==> src/capture_compare_params.svh <==
// Constants for the capture/compare and watchdog block
`ifndef CAPTURE_COMPARE_PARAMS_SVH
`define CAPTURE_COMPARE_PARAMS_SVH

`define NUM_MODULES 3
`define WD_MODULE 2
// Mode register bit positions and watchdog forced mode
`define MB_WIDE 7
`define MB_CMP_EN 6
`define MB_RISE 5
`define MB_FALL 4
`define MB_HIT 3
`define MB_FLIP 2
`define MB_MOD 1
`define MB_IRQ 0
`define WD_FORCED_MODE 8'h48
// Control register bit positions
`define CB_RUN 0
`define CB_IDLE 1
`define CB_SEL_LSB 2
`define CB_SEL_MSB 4
`define CB_WD 8
`define CB_GIE 9
`define CB_CAIE 10
// Register byte addresses
`define A_CTRL 8'h00
`define A_FLAGS 8'h04
`define A_CNT_LO 8'h08
`define A_CNT_HI 8'h0c
`define MOD_BASE 8'h10
`define MOD_STRIDE 8'h10
`define OFS_MODE 8'h00
`define OFS_CMP_LO 8'h04
`define OFS_CMP_HI 8'h08
// Reset value and prescaler limit
`define WD_EN_RST 1'b0
`define PRESC_MAX 7'h7f
// AXI responses
`define RESP_OKAY 2'b00
`define RESP_SLVERR 2'b10

`endif

==> src/capture_compare_pkg.sv <==
// Types and mode decoding for the capture/compare block
`include "capture_compare_params.svh"

package capture_compare_pkg;

	typedef enum logic [2:0] {
		MODE_OFF, MODE_CAPTURE, MODE_TIMER, MODE_HSO, MODE_FREQ,
		MODE_PWM8, MODE_PWM_WIDE
	} cc_mode_e;

	typedef struct packed {
		logic pin_prev;
		logic out;
	} unit_state_s;

	typedef struct packed {
		logic run_sw;
		logic idle_sus;
		logic [2:0] clk_sel;
		logic wd_en;
		logic gie;
		logic caie;
		logic [`NUM_MODULES-1:0] flags;
		logic [15:0] counter;
		logic [6:0] presc;
		logic [`NUM_MODULES-1:0][7:0] mode;
		logic [`NUM_MODULES-1:0][15:0] cmp;
		logic [`NUM_MODULES-1:0] sync1;
		logic [`NUM_MODULES-1:0] sync2;
		logic [`NUM_MODULES-1:0] io_out;
		logic [`NUM_MODULES-1:0] io_oe_n;
		logic irq;
		logic wd_rst;
		logic aw_full;
		logic [7:0] aw_addr;
		logic w_full;
		logic [31:0] w_data;
		logic [3:0] w_strb;
		logic awready;
		logic wready;
		logic bvalid;
		logic [1:0] bresp;
		logic arready;
		logic rvalid;
		logic [1:0] rresp;
		logic [31:0] rdata;
	} top_state_s;

	function automatic cc_mode_e mode_decode(input logic [7:0] m);
		logic cap;
		cap = m[`MB_RISE] | m[`MB_FALL];
		if (cap && !m[`MB_HIT] && !m[`MB_FLIP] && !m[`MB_MOD]) begin
			mode_decode = MODE_CAPTURE;
		end else if (!m[`MB_CMP_EN] || cap) begin
			mode_decode = MODE_OFF;
		end else if (m[`MB_MOD]) begin
			if (m[`MB_FLIP]) begin
				mode_decode = MODE_FREQ;
			end else begin
				mode_decode = m[`MB_WIDE] ? MODE_PWM_WIDE : MODE_PWM8;
			end
		end else if (m[`MB_HIT]) begin
			mode_decode = m[`MB_FLIP] ? MODE_HSO : MODE_TIMER;
		end else begin
			mode_decode = MODE_OFF;
		end
	endfunction : mode_decode

endpackage : capture_compare_pkg

==> src/cc_link.sv <==
// Link between the register core and one capture/compare unit
`timescale 1ns/100ps

interface cc_link;
	logic [15:0] counter;
	logic tick;
	logic [7:0] mode;
	logic [15:0] cmp;
	logic pin_in;
	logic capture_evt;
	logic match_evt;
	logic pin_out;
	logic drive;

	modport ctrl (
		output counter, tick, mode, cmp, pin_in,
		input capture_evt, match_evt, pin_out, drive
	);
	modport unit (
		input counter, tick, mode, cmp, pin_in,
		output capture_evt, match_evt, pin_out, drive
	);
endinterface : cc_link

==> src/capture_compare_unit.sv <==
// One capture/compare module: edge capture, compare match and outputs
`timescale 1ns/100ps
`include "capture_compare_params.svh"

module capture_compare_unit
	import capture_compare_pkg::*;
(
	input wire logic clk_i,
	input wire logic rst_n_i,
	cc_link.unit lk
);

	unit_state_s s_reg;
	unit_state_s s_next;
	cc_mode_e mode;
	logic rise;
	logic fall;
	logic full_hit;
	logic lo_hit;

	// =============================================================
	// Decode and compare
	assign mode = mode_decode(lk.mode);
	assign rise = lk.pin_in & ~s_reg.pin_prev;
	assign fall = ~lk.pin_in & s_reg.pin_prev;
	assign full_hit = lk.counter == lk.cmp;
	assign lo_hit = lk.counter[7:0] == lk.cmp[7:0];

	// Either enabled edge captures, so both bits give any transition
	assign lk.capture_evt = (mode == MODE_CAPTURE) &&
		((lk.mode[`MB_RISE] && rise) ||
		(lk.mode[`MB_FALL] && fall));
	// Matched only on a tick, so a counter held between prescaler ticks flags once
	assign lk.match_evt = lk.tick && full_hit && lk.mode[`MB_HIT] &&
		(mode == MODE_TIMER || mode == MODE_HSO);
	assign lk.pin_out = s_reg.out;
	assign lk.drive = (mode == MODE_HSO) || (mode == MODE_FREQ) ||
		(mode == MODE_PWM8) || (mode == MODE_PWM_WIDE);

	// =============================================================
	// State
	always_comb begin
		s_next = s_reg;
		s_next.pin_prev = lk.pin_in;
		unique case (mode)
			MODE_HSO: begin
				if (lk.tick && full_hit) begin
					s_next.out = ~s_reg.out;
				end
			end
			MODE_FREQ: begin
				if (lk.tick && lo_hit) begin
					s_next.out = ~s_reg.out;
				end
			end
			MODE_PWM8: begin
				s_next.out = lk.counter[7:0] >= lk.cmp[7:0];
			end
			MODE_PWM_WIDE: begin
				s_next.out = lk.counter >= lk.cmp;
			end
			MODE_OFF, MODE_CAPTURE, MODE_TIMER: begin
				s_next.out = s_reg.out;
			end
		endcase
	end

	always_ff @(posedge clk_i or negedge rst_n_i) begin
		if (!rst_n_i) begin
			s_reg <= '0;
		end else begin
			s_reg <= s_next;
		end
	end

endmodule : capture_compare_unit

==> src/capture_compare_watchdog.sv <==
// Counter array with capture/compare modules, watchdog and register slave
//
// Contract
// - Each module runs on its own in one of six modes from its mode register.
// - Rising capture bit alone captures on a rising pin edge.
// - Falling capture bit alone captures on a falling pin edge.
// - Both capture bits set capture on any pin transition.
// - Comparator plus compare-hit enable, with no capture, flip or mod bit, selects software timer.
// - Comparator enabled: decode high-speed, frequency, 8-bit or 16-bit PWM.
// - A module's interrupt enable gates its flag onto the interrupt request.
// - Module interrupts need both global and counter-array interrupt enables.
// - Software timer: counter equal to compare sets the flag, may interrupt.
// - Writing compare low byte clears that module's comparator enable.
// - Writing compare high byte sets that module's comparator enable.
// - Watchdog on: counter runs unless idle-suspended, counter byte writes ignored.
// - Watchdog on: clock source and idle suspend bits frozen.
// - Watchdog on: module 2 forced to timer, its mode writes ignored.
// - Watchdog on: run bit writes do not stop the running counter.
// - Run bit reads what software set, zero if never set.
// - Module 2 compare high write loads counter high plus low offset.
// - Module 2 compare high byte is compared with counter high byte.
// - Watchdog reset when low byte overflows with high bytes matching.
// - Watchdog on: writing 1 to module 2 flag forces a watchdog reset.
// - Timeout is 256 times offset plus 256 minus low byte, in ticks.
`timescale 1ns/100ps
`include "capture_compare_params.svh"

module capture_compare_watchdog
	import capture_compare_pkg::*;
(
	input wire logic clk_i,
	input wire logic rst_n_i,
	input wire logic idle_i,
	input wire logic [`NUM_MODULES-1:0] module_io_i,
	output logic [`NUM_MODULES-1:0] module_io_o,
	output logic [`NUM_MODULES-1:0] module_io_oe_n_o,
	output logic irq_o,
	output logic watchdog_reset_o,
	input wire logic [31:0] s_axi_awaddr_i,
	input wire logic s_axi_awvalid_i,
	output logic s_axi_awready_o,
	input wire logic [31:0] s_axi_wdata_i,
	input wire logic [3:0] s_axi_wstrb_i,
	input wire logic s_axi_wvalid_i,
	output logic s_axi_wready_o,
	output logic [1:0] s_axi_bresp_o,
	output logic s_axi_bvalid_o,
	input wire logic s_axi_bready_i,
	input wire logic [31:0] s_axi_araddr_i,
	input wire logic s_axi_arvalid_i,
	output logic s_axi_arready_o,
	output logic [31:0] s_axi_rdata_o,
	output logic [1:0] s_axi_rresp_o,
	output logic s_axi_rvalid_o,
	input wire logic s_axi_rready_i
);

	top_state_s q;
	top_state_s n;
	logic tick;
	logic counting;
	logic [`NUM_MODULES-1:0] cap_evt;
	logic [`NUM_MODULES-1:0] match_evt;
	logic [`NUM_MODULES-1:0] pin_out;
	logic [`NUM_MODULES-1:0] drive;

	// =============================================================
	// Helpers
	function automatic logic [7:0] mod_addr(input int idx,
		input logic [7:0] ofs);
		mod_addr = 8'(`MOD_BASE + idx * `MOD_STRIDE + ofs);
	endfunction : mod_addr

	function automatic logic [31:0] lane_merge(input logic [31:0] old,
		input logic [31:0] wd, input logic [3:0] strb);
		logic [31:0] m;
		m = {{8{strb[3]}}, {8{strb[2]}}, {8{strb[1]}}, {8{strb[0]}}};
		lane_merge = (old & ~m) | (wd & m);
	endfunction : lane_merge

	// Prescale mask: source code k gives one tick per 2**k clocks
	function automatic logic [6:0] div_mask(input logic [2:0] k);
		div_mask = `PRESC_MAX >> (3'h7 - k);
	endfunction : div_mask

	function automatic logic [31:0] ctrl_word(input top_state_s s);
		ctrl_word = '0;
		ctrl_word[`CB_RUN] = s.run_sw;
		ctrl_word[`CB_IDLE] = s.idle_sus;
		ctrl_word[`CB_SEL_MSB:`CB_SEL_LSB] = s.clk_sel;
		ctrl_word[`CB_WD] = s.wd_en;
		ctrl_word[`CB_GIE] = s.gie;
		ctrl_word[`CB_CAIE] = s.caie;
	endfunction : ctrl_word

	// Returns {hit, data}; hit low marks an unmapped address
	function automatic logic [32:0] reg_read(input top_state_s s,
		input logic [7:0] a);
		reg_read = '0;
		if (a == `A_CTRL) begin
			reg_read = {1'b1, ctrl_word(s)};
		end else if (a == `A_FLAGS) begin
			reg_read = {1'b1, 29'h0, s.flags};
		end else if (a == `A_CNT_LO) begin
			reg_read = {1'b1, 24'h0, s.counter[7:0]};
		end else if (a == `A_CNT_HI) begin
			reg_read = {1'b1, 24'h0, s.counter[15:8]};
		end
		for (int i = 0; i < `NUM_MODULES; i++) begin
			if (a == mod_addr(i, `OFS_MODE)) begin
				reg_read = {1'b1, 24'h0, s.mode[i]};
			end
			if (a == mod_addr(i, `OFS_CMP_LO)) begin
				reg_read = {1'b1, 24'h0, s.cmp[i][7:0]};
			end
			if (a == mod_addr(i, `OFS_CMP_HI)) begin
				reg_read = {1'b1, 24'h0, s.cmp[i][15:8]};
			end
		end
	endfunction : reg_read

	// =============================================================
	// Counter clocking
	// Watchdog holds the counter running whatever the run bit says; idle suspend still pauses it
	assign counting = (q.run_sw | q.wd_en) &&
		!(idle_i && q.idle_sus);
	assign tick = counting && (q.presc == div_mask(q.clk_sel));

	// =============================================================
	// Module units
	for (genvar g = 0; g < `NUM_MODULES; g++) begin : g_mod
		cc_link lk ();
		assign lk.counter = q.counter;
		assign lk.tick = tick;
		// Module 2 is pinned to timer while the watchdog owns it
		assign lk.mode = (g == `WD_MODULE && q.wd_en) ?
			`WD_FORCED_MODE : q.mode[g];
		assign lk.cmp = q.cmp[g];
		assign lk.pin_in = q.sync2[g];
		assign cap_evt[g] = lk.capture_evt;
		assign match_evt[g] = lk.match_evt;
		assign pin_out[g] = lk.pin_out;
		assign drive[g] = lk.drive;

		capture_compare_unit u_unit (
			.clk_i(clk_i),
			.rst_n_i(rst_n_i),
			.lk(lk.unit)
		);
	end

	// =============================================================
	// Next state
	always_comb begin
		logic [7:0] wa;
		logic [31:0] wd;
		logic [3:0] ws;
		logic [31:0] cw;
		logic hit;
		logic [32:0] rd;
		logic irq_any;
		wa = q.aw_addr;
		wd = q.w_data;
		ws = q.w_strb;
		cw = '0;
		hit = 1'b0;
		rd = '0;
		irq_any = 1'b0;
		n = q;
		n.wd_rst = 1'b0;
		n.sync1 = module_io_i;
		n.sync2 = q.sync1;

		// Counter and prescaler
		if (counting) begin
			n.presc = tick ? 7'h00 : q.presc + 7'h01;
		end
		if (tick) begin
			n.counter = q.counter + 16'h0001;
		end
		// High byte match seen at the low byte wrap
		if (tick && q.wd_en && q.counter[7:0] == 8'hff &&
			q.cmp[`WD_MODULE][15:8] == q.counter[15:8]) begin
			n.wd_rst = 1'b1;
		end

		// Write address and data are taken in either order
		if (s_axi_awvalid_i && q.awready) begin
			n.aw_full = 1'b1;
			n.aw_addr = s_axi_awaddr_i[7:0];
		end
		if (s_axi_wvalid_i && q.wready) begin
			n.w_full = 1'b1;
			n.w_data = s_axi_wdata_i;
			n.w_strb = s_axi_wstrb_i;
		end
		if (q.bvalid && s_axi_bready_i) begin
			n.bvalid = 1'b0;
		end

		if (q.aw_full && q.w_full) begin
			n.aw_full = 1'b0;
			n.w_full = 1'b0;
			n.bvalid = 1'b1;
			if (wa == `A_CTRL) begin
				hit = 1'b1;
				cw = lane_merge(ctrl_word(q), wd, ws);
				n.run_sw = cw[`CB_RUN];
				n.wd_en = cw[`CB_WD];
				n.gie = cw[`CB_GIE];
				n.caie = cw[`CB_CAIE];
				if (!q.wd_en) begin
					n.idle_sus = cw[`CB_IDLE];
					n.clk_sel = cw[`CB_SEL_MSB:`CB_SEL_LSB];
				end
			end
			if (wa == `A_FLAGS) begin
				hit = 1'b1;
				if (ws[0]) begin
					n.flags = wd[`NUM_MODULES-1:0];
					if (q.wd_en && wd[`WD_MODULE]) begin
						n.wd_rst = 1'b1;
					end
				end
			end
			if (wa == `A_CNT_LO) begin
				hit = 1'b1;
				if (ws[0] && !q.wd_en) begin
					n.counter[7:0] = wd[7:0];
				end
			end
			if (wa == `A_CNT_HI) begin
				hit = 1'b1;
				if (ws[0] && !q.wd_en) begin
					n.counter[15:8] = wd[7:0];
				end
			end
			for (int i = 0; i < `NUM_MODULES; i++) begin
				if (wa == mod_addr(i, `OFS_MODE)) begin
					hit = 1'b1;
					if (ws[0] && !(i == `WD_MODULE && q.wd_en)) begin
						n.mode[i] = wd[7:0];
					end
				end
				if (wa == mod_addr(i, `OFS_CMP_LO)) begin
					hit = 1'b1;
					if (ws[0]) begin
						n.cmp[i][7:0] = wd[7:0];
						n.mode[i][`MB_CMP_EN] = 1'b0;
					end
				end
				if (wa == mod_addr(i, `OFS_CMP_HI)) begin
					hit = 1'b1;
					if (ws[0]) begin
						n.mode[i][`MB_CMP_EN] = 1'b1;
						if (i == `WD_MODULE) begin
							// Any value written only refreshes the deadline
							n.cmp[i][15:8] = q.counter[15:8] +
								q.cmp[i][7:0];
						end else begin
							n.cmp[i][15:8] = wd[7:0];
						end
					end
				end
			end
			n.bresp = hit ? `RESP_OKAY : `RESP_SLVERR;
		end
		n.awready = !n.aw_full && !n.bvalid;
		n.wready = !n.w_full && !n.bvalid;

		// Read channel
		if (q.rvalid && s_axi_rready_i) begin
			n.rvalid = 1'b0;
		end
		if (s_axi_arvalid_i && q.arready) begin
			rd = reg_read(q, s_axi_araddr_i[7:0]);
			n.rvalid = 1'b1;
			n.rdata = rd[31:0];
			n.rresp = rd[32] ? `RESP_OKAY : `RESP_SLVERR;
		end
		n.arready = !n.rvalid;

		// Hardware events last, so a set beats a same-cycle clear
		for (int i = 0; i < `NUM_MODULES; i++) begin
			if (cap_evt[i]) begin
				n.cmp[i] = q.counter;
				n.flags[i] = 1'b1;
			end
			if (match_evt[i]) begin
				n.flags[i] = 1'b1;
			end
			irq_any = irq_any | (n.flags[i] & n.mode[i][`MB_IRQ]);
			n.io_out[i] = pin_out[i];
			n.io_oe_n[i] = ~drive[i];
		end
		n.irq = irq_any && n.gie && n.caie;
	end

	// =============================================================
	// Registers
	always_ff @(posedge clk_i or negedge rst_n_i) begin
		if (!rst_n_i) begin
			q <= '0;
			q.wd_en <= `WD_EN_RST;
			q.io_oe_n <= '1;
			q.awready <= 1'b1;
			q.wready <= 1'b1;
			q.arready <= 1'b1;
		end else begin
			q <= n;
		end
	end

	// =============================================================
	// Outputs
	assign module_io_o = q.io_out;
	assign module_io_oe_n_o = q.io_oe_n;
	assign irq_o = q.irq;
	assign watchdog_reset_o = q.wd_rst;
	assign s_axi_awready_o = q.awready;
	assign s_axi_wready_o = q.wready;
	assign s_axi_bresp_o = q.bresp;
	assign s_axi_bvalid_o = q.bvalid;
	assign s_axi_arready_o = q.arready;
	assign s_axi_rdata_o = q.rdata;
	assign s_axi_rresp_o = q.rresp;
	assign s_axi_rvalid_o = q.rvalid;

endmodule : capture_compare_watchdog

==> config.mk <==
export PLATFORM = sky130hd
export DESIGN_NAME = capture_compare_watchdog
export DESIGN_NICKNAME = d
export VERILOG_FILES = /design/src/capture_compare_pkg.sv /design/src/cc_link.sv /design/src/capture_compare_unit.sv /design/src/capture_compare_watchdog.sv
export VERILOG_INCLUDE_DIRS = /design/src
export SDC_FILE = /design/constraint.sdc
export NUM_CORES = 1
export LEC_CHECK = 0
export BUFFER_PORTS_ARGS = -buffer_cell sky130_fd_sc_hd__buf_4
export CORE_MARGIN = 2
export CORE_UTILIZATION = 35
export CTS_CLUSTER_SIZE = 8
export DETAILED_ROUTE_END_ITERATION = 8
export PLACE_DENSITY = 0.52
export RECOVER_POWER = 25
export SLEW_MARGIN = 25
export SYNTH_ARGS = -nofsm -noshare
export SYNTH_HDL_FRONTEND = slang
export SYNTH_SLANG_ARGS = --single-unit
==> constraint.sdc <==
create_clock -name clk_i -period 2.81 [get_ports clk_i]
set_input_delay 0.1405 -clock clk_i [delete_from_list [all_inputs] [get_ports clk_i]]
set_output_delay 0.1405 -clock clk_i [all_outputs]
set_load 0.02 [all_outputs]
## Yosys cells after proc, flatten, opt, wreduce, memory -nomap -nowiden

Cells that the tools add are included.
W data, S select, Z words.

| cells by class | value |
|---|---|
| $add $sub $neg | 4 |
| $mul | 0 |
| div/mod/pow operators | 0 |
| $lt $le $gt $ge | 6 |
| equal/unequal tests | 57 |
| shift-type cells | 1 |
| mux-type cells | 119 |
| bitwise operators | 35 |
| reductions and logical operators | 118 |

Operators with widths:

| operator | count |
|---|---|
| $mux W33 | 14 |
| $mux W8 | 17 |
| $eq A8 B6 Y1 const B | 12 |
| $mux W65 | 1 |
| $mux W16 | 4 |
| $mux W3 | 18 |
| $eq A16 B16 Y1 | 3 |
| $eq A8 B5 Y1 const B | 6 |
| $ge A16 B16 Y1 | 3 |
| $logic_and A1 B1 Y1 | 48 |
| $mux W1 | 48 |
| $reduce_and A3 Y1 | 13 |
| $mux W37 | 1 |
| $mux W35 | 1 |
| $eq A8 B4 Y1 const B | 4 |
| $eq A8 B8 Y1 | 4 |
| $eq A3 B3 Y1 const B | 9 |
| $ge A8 B8 Y1 | 3 |
| $reduce_bool A2 Y1 | 12 |
| $and A11 B11 Y11 | 2 |
| $mux W21 | 1 |
| $mux W7 | 3 |
| $eq A3 B2 Y1 const B | 6 |
| $logic_not A1 Y1 | 18 |
| 24 further kinds | 89 |

| word-level totals | value |
|---|---|
| bits in registers | 213 |
| latch bits | 0 |
| memory bits (writable) | 0 |
| memory bits (read-only) | 0 |
| input bits | 111 |
| output and inout port bits | 49 |
| memories | 0 |

## Longest topological paths before layout

Gate-level depths: netlist of run 1.

| logic depth | value |
|---|---|
| depth after elaboration | 19 |
| gate-level depth with buffers | 9 |
| depth with buffers taken out | 9 |

## Modules after synthesis

Synthesis of run 1 repeated with hierarchy kept, for this count alone.

| unflattened totals | value |
|---|---|
| cells, all modules | 1259 |
| area total of the unflattened synthesis | 11264.6 sq um |

By module, submodules not included:

| module | instances | cells each | area each (sq um) | seq. area each (sq um) |
|---|---|---|---|---|
| capture_compare_watchdog | 1 | 989 | 9293.9 | 4036.4 |
| capture_compare_unit | 3 | 90 | 656.9 | 50.0 |

## Worst setup path before layout of run 1

Ideal clock, no wire load.

| timing | value |
|---|---|
| path kind | reg2reg |
| start | register (tool-made name) |
| end | register q (netlist bit g_mod[0].lk.counter[13]) |
| setup time | 0.070 ns |
| arrival time | 2.521 ns |
| data required time | 2.740 ns |
| slack | 0.219 ns |
| stages on the path, launching flop included | 9 |
| buffers on the path | 1 |
| cells stage by stage | dfrtp_1 buf_6 or4_1 nor2_1 nor2_1 a2111oi_4 nand4_4 or4_1 nand3_1 |

RTL lines:

| element | line | RTL |
|---|---|---|
| to (signal assigned) | capture_compare_watchdog.sv:310 | `q <= n;` |
| to (decl) | capture_compare_watchdog.sv:58 | `top_state_s q;` |

==> out/qor.csv, run 1 <==
stage;metric;value;unit
outcome;status;finished with violations;
outcome;violations;capacitance limit, slew limit;
sta;setup_viol;0;
floorplan;num_rows;63;
setup_path;crit_chain;or3_1 > a221oi_1 > a41oi_1 > a2111o_1 > o31ai_1 > and3_1 > mux2_2;
global_routing;grt.total_usage;0.230;
drt;dr_total_vias;9089;
global_routing;grt_pass1_wl;53.3;mm
sta;fin_crit_sh;0.953;
global_routing;grt_pass1_vias;8407;
sta;fmax;0.374;GHz
placement;gp_congestion;0.940;
power_and_ir_drop;p_sw;3880;uW
sta;rsz0062_at_grt;no;
global_routing;grt_antenna_before_repair;2;
power_and_ir_drop;comb_power_share;0.366;
synth;async_flop_share;1.00;
synth;synth.distinct_cells;74;
global_routing;use_met3;0.0241;
global_routing;gr-usage-met2;0.351;
synth;syn_inst;1132;
synth;syn_avg_cell_area;9.26;sq um
global_routing;use_met1;0.342;
setup_path;crit_fanout;12;
floorplan;initial_core_util;0.355;
sta;report.final.slew_viol_count;61;
power_and_ir_drop;p_per_area;758;nW/um^2
setup_path;start_kind;flip-flop;
finish;nNetsFinal;1406;
placement;hpwlAfterDp;26.9;mm
drt;dr.pass1.iters;5;
drt;drt_iter0_markers;1012;
finish;area_growth;18.6;%
finish;largest_reg_flops;48;
min_path;min_path_type;primary input to flip-flop;
sta;period_needed;2.68;ns
sta;fin_hold_ws;0.130;ns
sta;hold_viol;0;
placement;io_buffers;65;
power_and_ir_drop;power;9420;uW
cts;cts_inserted_buffers;17;
setup_path;slowest_delay;0.49;ns
setup_path;cp_slowest_cell;a2111o_1;
synth;ys_warn_count;0;
setup_path;cp_data_required_time;3.13;ns
finish;insertedDiodeCount;0;
drt;antenna_left;0;
cts;clk_latency;0.44;ns
cts;root_buffer;clkbuf_16;
power_and_ir_drop;seqPwrFrac;0.379;
cts;cts_max_level;4;
placement;place_inst;1578;
sta;slew_headroom;-0.0734;
synth;ys.flop_type;dfrtp_1;
synth;ys_seq_area_frac;0.399;
power_and_ir_drop;pwr-share-clk;0.255;
floorplan;coreArea;29600;sq um
power_and_ir_drop;p_int;5540;uW
sta;fin_skew;0.0161;ns
sta;tightest_slew;1.61;ns
drt;viasPerCell;5.54;
drt;post_drt_wl_per_cell;21.7;um
power_and_ir_drop;ir_drop;0.461;mV
floorplan;ios;160;
floorplan;fp.dieW;177;um
synth;yosys_register_bits;167;
cts;tritoncts;built;
power_and_ir_drop;leakage;0.00545;uW
synth;synth_edf_count;0;
setup_path;crit_path_end_kind;flip-flop;
global_routing;grt_overflow;0;
drt;drc;0;
finish;drive_gt1_frac;0.193;
setup_path;crit_type;flip-flop to flip-flop;
global_routing;busiest_layer;met2;
cts;clk_pin_slew;0.07;ns
sta;finalSetupTns;0;ns
cts;cts_num_sinks;167;
cts;cts.path.max_buffers;2;
floorplan;die_y;177;um
floorplan;dieArea;31400;sq um
finish;fin_cells;1640;
synth;synthesis.area;10500;sq um
setup_path;cp_data_arrival_time;3.00;ns
drt;wl;35.5;mm
global_routing;grt_max_degree;67;
power_and_ir_drop;switching_share;0.412;
run;cap_violations;1;
## power groups by stage
| stage | logic [uW] | registers, uW | clock network, uW |
|---|---|---|---|
| final | 3450 | 3570 | 2410 |
| after global placement | 3300 | 3580 | 0 |
| after floorplan | 2240 | 3230 | 0 |
| after global routing | 3790 | 3610 | 2540 |
| after detailed placement | 3370 | 3590 | 0 |
| after CTS | 3430 | 3550 | 2450 |
## worst max-delay path: cells and delay by family, from the launching register on
| family | cells | cell delay (ns) |
|---|---|---|
| compound gates | 4 | 1.17 |
| mux | 1 | 0.33 |
| flops | 1 | 0.48 |
| simple gates | 2 | 0.59 |
## cells in the mapped netlist (8+ instances only)
master / n / area share
a211oi_1: 9 / 0.0064
a21o_1: 29 / 0.021
a21oi_1: 77 / 0.037
a222oi_1: 8 / 0.0076
a31oi_1: 12 / 0.0072
and2_1: 10 / 0.0060
and3_1: 18 / 0.011
buf_4: 43 / 0.031
clkbuf_1: 45 / 0.016
dfrtp_1: 161 / 0.38
ha_1: 57 / 0.068
inv_1: 63 / 0.023
mux2_2: 55 / 0.059
mux2i_1: 46 / 0.044
nand2_1: 96 / 0.034
nand3_1: 35 / 0.017
nand3b_1: 9 / 0.0064
nand4_1: 18 / 0.011
nor2_1: 99 / 0.035
nor2b_1: 12 / 0.0072
nor3_1: 16 / 0.0076
nor3b_1: 9 / 0.0064
o21ai_0: 50 / 0.024
o22ai_1: 15 / 0.0089
or3_1: 9 / 0.0054
## layout make-up
class	count	area [sq um]
Tap cell	390	488
Multi-Input combinational cell	824	5610
Inverter	64	240
Timing Repair Buffer	163	1310
Sequential cell	167	4190
Clock inverter	15	180
Fill cell	2940	17100
Clock buffer	17	425
## worst paths after layout
| check | startpoint | end | slack [ns] | cells past startpoint |
|---|---|---|---|---|
| worst min-delay path | s_axi_araddr_i[4] | s_axi_rdata_o[8] | 0.13 | 4 |
| worst max-delay path | flip-flop | g_mod[1].u_unit.lk.pin_out | 0.13 | 7 |
| min in group asynchronous | rst_n_i | s_axi_bvalid_o | 0.66 | 2 |
| worst min register to register | n[95] | g_mod[0].lk.pin_in | 0.35 | 0 |
| worst max register to register | flip-flop | g_mod[1].u_unit.lk.pin_out | 0.13 | 7 |
| max in group asynchronous | rst_n_i | async pin | 0.60 | 3 |
## routing by layer
metal	vias up	routed length [um]
met5	-	0
met4	0	674
met3	40	2240
met2	360	16000
met1	4454	16700
li1	4235	-
## per-stage QoR
| stage | area [sq um] | utilization | worst slack, ns |
|---|---|---|---|
| after floorplan | 10600 | - | 0.219 |
| after global placement | 11500 | 0.391 | 0.181 |
| after detailed placement | 11500 | 0.391 | 0.139 |
| after CTS | 12500 | 0.421 | 0.130 |
| after global routing | 12400 | 0.421 | 0.0105 |
| final | 12400 | 0.421 | 0.133 |
## kinds of logic (layout without fill, tap and decap cells)
kind of cell	after synthesis	count (layout)	synth area share
buffers and inverters	163	259	0.0761
adders and majority gates	58	58	0.0699
muxes	103	103	0.107
DFF	167	167	0.399
AOI/OAI and AO/OA	261	261	0.162
and+or+nand+nor	368	368	0.176
xor gates and xnor gates	11	11	0.00919
other	1	23	0.000358
## cells in the final DEF (no fill, tap or decap), types with 46 or more instances in the layout
master / count
dfrtp_1: 160
mux2i_1: 46
o21ai_0: 50
inv_1: 63
nand2_1: 96
mux2_2: 55
nor2_1: 99
ha_1: 57
buf_4: 126
a21oi_1: 77
## repair_timing
action / 4_1_cts / 5_1_grt
hold buffers: 30 / 0
setup buffers: 0 / 0
endpoints found under the setup margin: 0 / 5
hold endpoints to repair: 86 / 0
gates resized for setup: 0 / 1
Power figures use the tool's default switching activity.
==> inputs of run 2 (changes only) <==
ABC_AREA = 1   (was unset)
MAX_ROUTING_LAYER = met4   (was unset)
PLACE_DENSITY = 0.51   (was 0.52)
==> run 2 against run 1 <==
Net effect: the flow still finishes with violations (capacitance limit, slew limit); synthesized cell count is 25% higher; non-clock buffer count shrank 37; die area grew 1.1%; cell area shrank 0.98%; sequential power up 4%; hold slack lost 0.096 ns; area after synthesis increased by 1.1%; utilization down 0.63 points; fmax is 10% higher; cell count up 17%; power is 4.2% higher; critical endpoint is now g_mod[1].lk.cmp[8].
==> out/qor.csv, run 2 <==
stage;metric;value;unit;change
synth;synth_area_leaders;dfrtp_1 38%, nand2_1 12%, inv_1 7.9%;;
cts;clk_pin_slew;0.08;ns;about the same
finish;fin_cells;1925;;+17%
drt;drc;0;;unchanged
sta;fmax;0.413;GHz;+10%
synth;yosys.cell_count.top_type;nand2_1;;
synth;synth_top_area_frac;0.380;;-0.00408
floorplan;coreArea;29700;sq um;+0.53%
floorplan;num_rows;63;;unchanged
setup_path;start_kind;flip-flop;;
synth;async_flop_share;1.00;;unchanged
cts;tritoncts;built;;
placement;gp_congestion;0.999;;+6.4%
finish;multi_input_area;5180;sq um;-7.6%
drt;antenna_left;0;;unchanged
floorplan;die_y;178;um;+0.53%
cts;clk_latency;0.45;ns;about the same
global_routing;grt_overflow;0;;unchanged
sta;hold_viol;0;;unchanged
power_and_ir_drop;p_per_area;797;nW/um^2;+5.2%
sta;tightest_slew;1.51;ns;-0.0985 ns
setup_path;crit_type;flip-flop to flip-flop;;
synth;netlist_top_cells_count;335 x nand2_1, 224 x inv_1, 161 x dfrtp_1;;
placement;place_inst;1865;;+18%
sta;period_needed;2.42;ns;-0.254 ns
global_routing;grt_pass1_vias;9413;;+12%
synth;yosys.area.top_type;dfrtp_1;;
finish;final_core_util;0.414;;-0.00632
drt;viasPerCell;5.22;;-5.9%
outcome;status;finished with violations;;
setup_path;cp_data_arrival_time;2.75;ns;-0.25 ns
floorplan;dieArea;31700;sq um;+1.1%
floorplan;ios;160;;unchanged
finish;insertedDiodeCount;0;;unchanged
setup_path;cp_data_required_time;3.14;ns;about the same
cts;cts_inserted_buffers;17;;unchanged
setup_path;r2r_slack;0.39;ns;+0.25 ns
synth;synth.distinct_cells;52;;-30%
finish;largest_reg_flops;48;;unchanged
drt;wl;39.1;mm;+10%
finish;regArea;4190;sq um;about the same
placement;hpwlAfterDp;29.4;mm;+9.4%
synth;syn_inst;1419;;+25%
setup_path;crit_path_end_kind;flip-flop;;
sta;finalSetupTns;0;ns;unchanged
drt;post_drt_wl_per_cell;20.3;um;-6.3%
finish;layout_commonest_cell;nand2_1;;
synth;synth_edf_count;0;;unchanged
finish;final_cell_mix;335 x nand2_1, 224 x inv_1, 161 x dfrtp_1;;
min_path;min_path_type;primary input to flip-flop;;
global_routing;grt_pass1_wl;58.6;mm;+9.9%
cts;root_buffer;clkbuf_16;;
drt;dr.pass1.iters;7;;+2
sta;report.final.slew_viol_count;54;;-11%
setup_path;crit_fanout;13;;+1
cts;cts_resized;0;;unchanged
global_routing;grt_antenna_before_repair;0;;-2
synth;ys_seq_area_frac;0.395;;-0.00424
power_and_ir_drop;leakage;0.00583;uW;+6.9%
global_routing;grt_max_degree;55;;-18%
synth;ys.flop_type;dfrtp_1;;
finish;drive_gt1_frac;0.109;;-0.0834
outcome;violations;capacitance limit, slew limit;;
sta;setup_viol;0;;unchanged
run;cap_violations;1;;unchanged
synth;yosys_register_bits;167;;unchanged
cts;cts.path.max_buffers;2;;unchanged
finish;nNetsFinal;1691;;+20%
cts;cts_num_sinks;167;;unchanged
cts;cts_max_level;4;;unchanged
finish;area_growth;16.2;%;
synth;syn_avg_cell_area;7.47;sq um;-19%
drt;drt_iter0_markers;904;;-11%
global_routing;grt.total_usage;0.261;;+0.0307
sta;rsz0062_at_grt;no;;
floorplan;initial_core_util;0.357;;+0.00191
finish;nFillCells;3068;;+4.4%
drt;dr_total_vias;10000;;+10%
placement;io_buffers;65;;unchanged
power_and_ir_drop;ir_drop;0.522;mV;+13%
synth;synthesis.area;10600;sq um;+1.1%
floorplan;fp.dieW;178;um;+0.53%
sta;fin_crit_sh;0.862;;-0.0904
sta;fin_skew;0.0123;ns;-0.00378 ns
sta;slew_headroom;-0.00771;;+0.0657
synth;ys_warn_count;0;;unchanged
-- run 2: where the power goes --
part,internal [uW],total [uW],switching [uW]
registers,2970,3730,757
clock network,1190,2320,1140
logic,1250,3770,2510
total,5410,9820,4410
-- run 2: final timing paths --
| check | start | endpoint | depth (start not counted) |
|---|---|---|---|
| max | q[41] | g_mod[1].lk.cmp[8] | 8 |
| min | s_axi_awvalid_i | q[79] | 4 |
| max reg2reg | q[41] | g_mod[1].lk.cmp[8] | 8 |
| min reg2reg | n[95] | g_mod[0].lk.pin_in | 0 |
| max in group asynchronous | rst_n_i | g_mod[1].lk.mode[0] | 3 |
| min in group asynchronous | rst_n_i | g_mod[1].lk.cmp[7] | 2 |
-- run 2: kinds of logic after synthesis --
logic type,count (synthesis),share of synthesized area
AO/OA/AOI/OAI,244,0.139
XOR/XNOR,16,0.0132
adder cells (fa/ha/maj),58,0.0692
buffers and inverters,299,0.124
flip-flops,167,0.395
multiplexers,1,0.000944
other,1,0.000354
AND/OR/NAND/NOR,633,0.258
-- run 2: through the flow --
step           area, sq um  setup WS (ns)  power [uW]  hold slack [ns]
2_1_floorplan        10700          0.848        5910           -0.155
3_3_place_gp         11500          0.423        7380            0.154
3_5_place_dp         11500          0.411        7430            0.151
4_1_cts              12300          0.402        9810           0.0300
5_1_grt              12300          0.160       10400           0.0576
6_report             12300          0.387        9820           0.0341
-- run 2: area by class of cell --
type	instances	area share
timing repair buffer	126	0.0820
clock inverter	13	0.00915
multi-input combinational	975	0.421
tap	390	0.0396
clock buffer	19	0.0360
sequential	167	0.340
inverter	235	0.0723
-- run 2: worst max-delay path: stages (launching register included) --
cell and delay [ns]:
dfrtp_1 0.36, inv_1 0.21, nor2_2 0.15, nand2_1 0.11, nor2_1 0.12, nor2_1 0.78, inv_1 0.24, a22oi_1 0.21
o21ai_0 0.10
-- run 2: metal layers --
metal / vias up / wire [um] / global-route usage
met5: - / 0 / -
met4: 0 / 999 / 0.0680
met3: 51 / 2270 / 0.0382
met2: 360 / 17600 / 0.405
met1: 4821 / 18300 / 0.357
li1: 4808 / - / -
-- run 2: timing repair --
action                                  CTS  global route
hold buffers                             28             0
hold endpoints to repair                 76             0
endpoints found under the setup margin    0             0
buffers inserted                          0             0
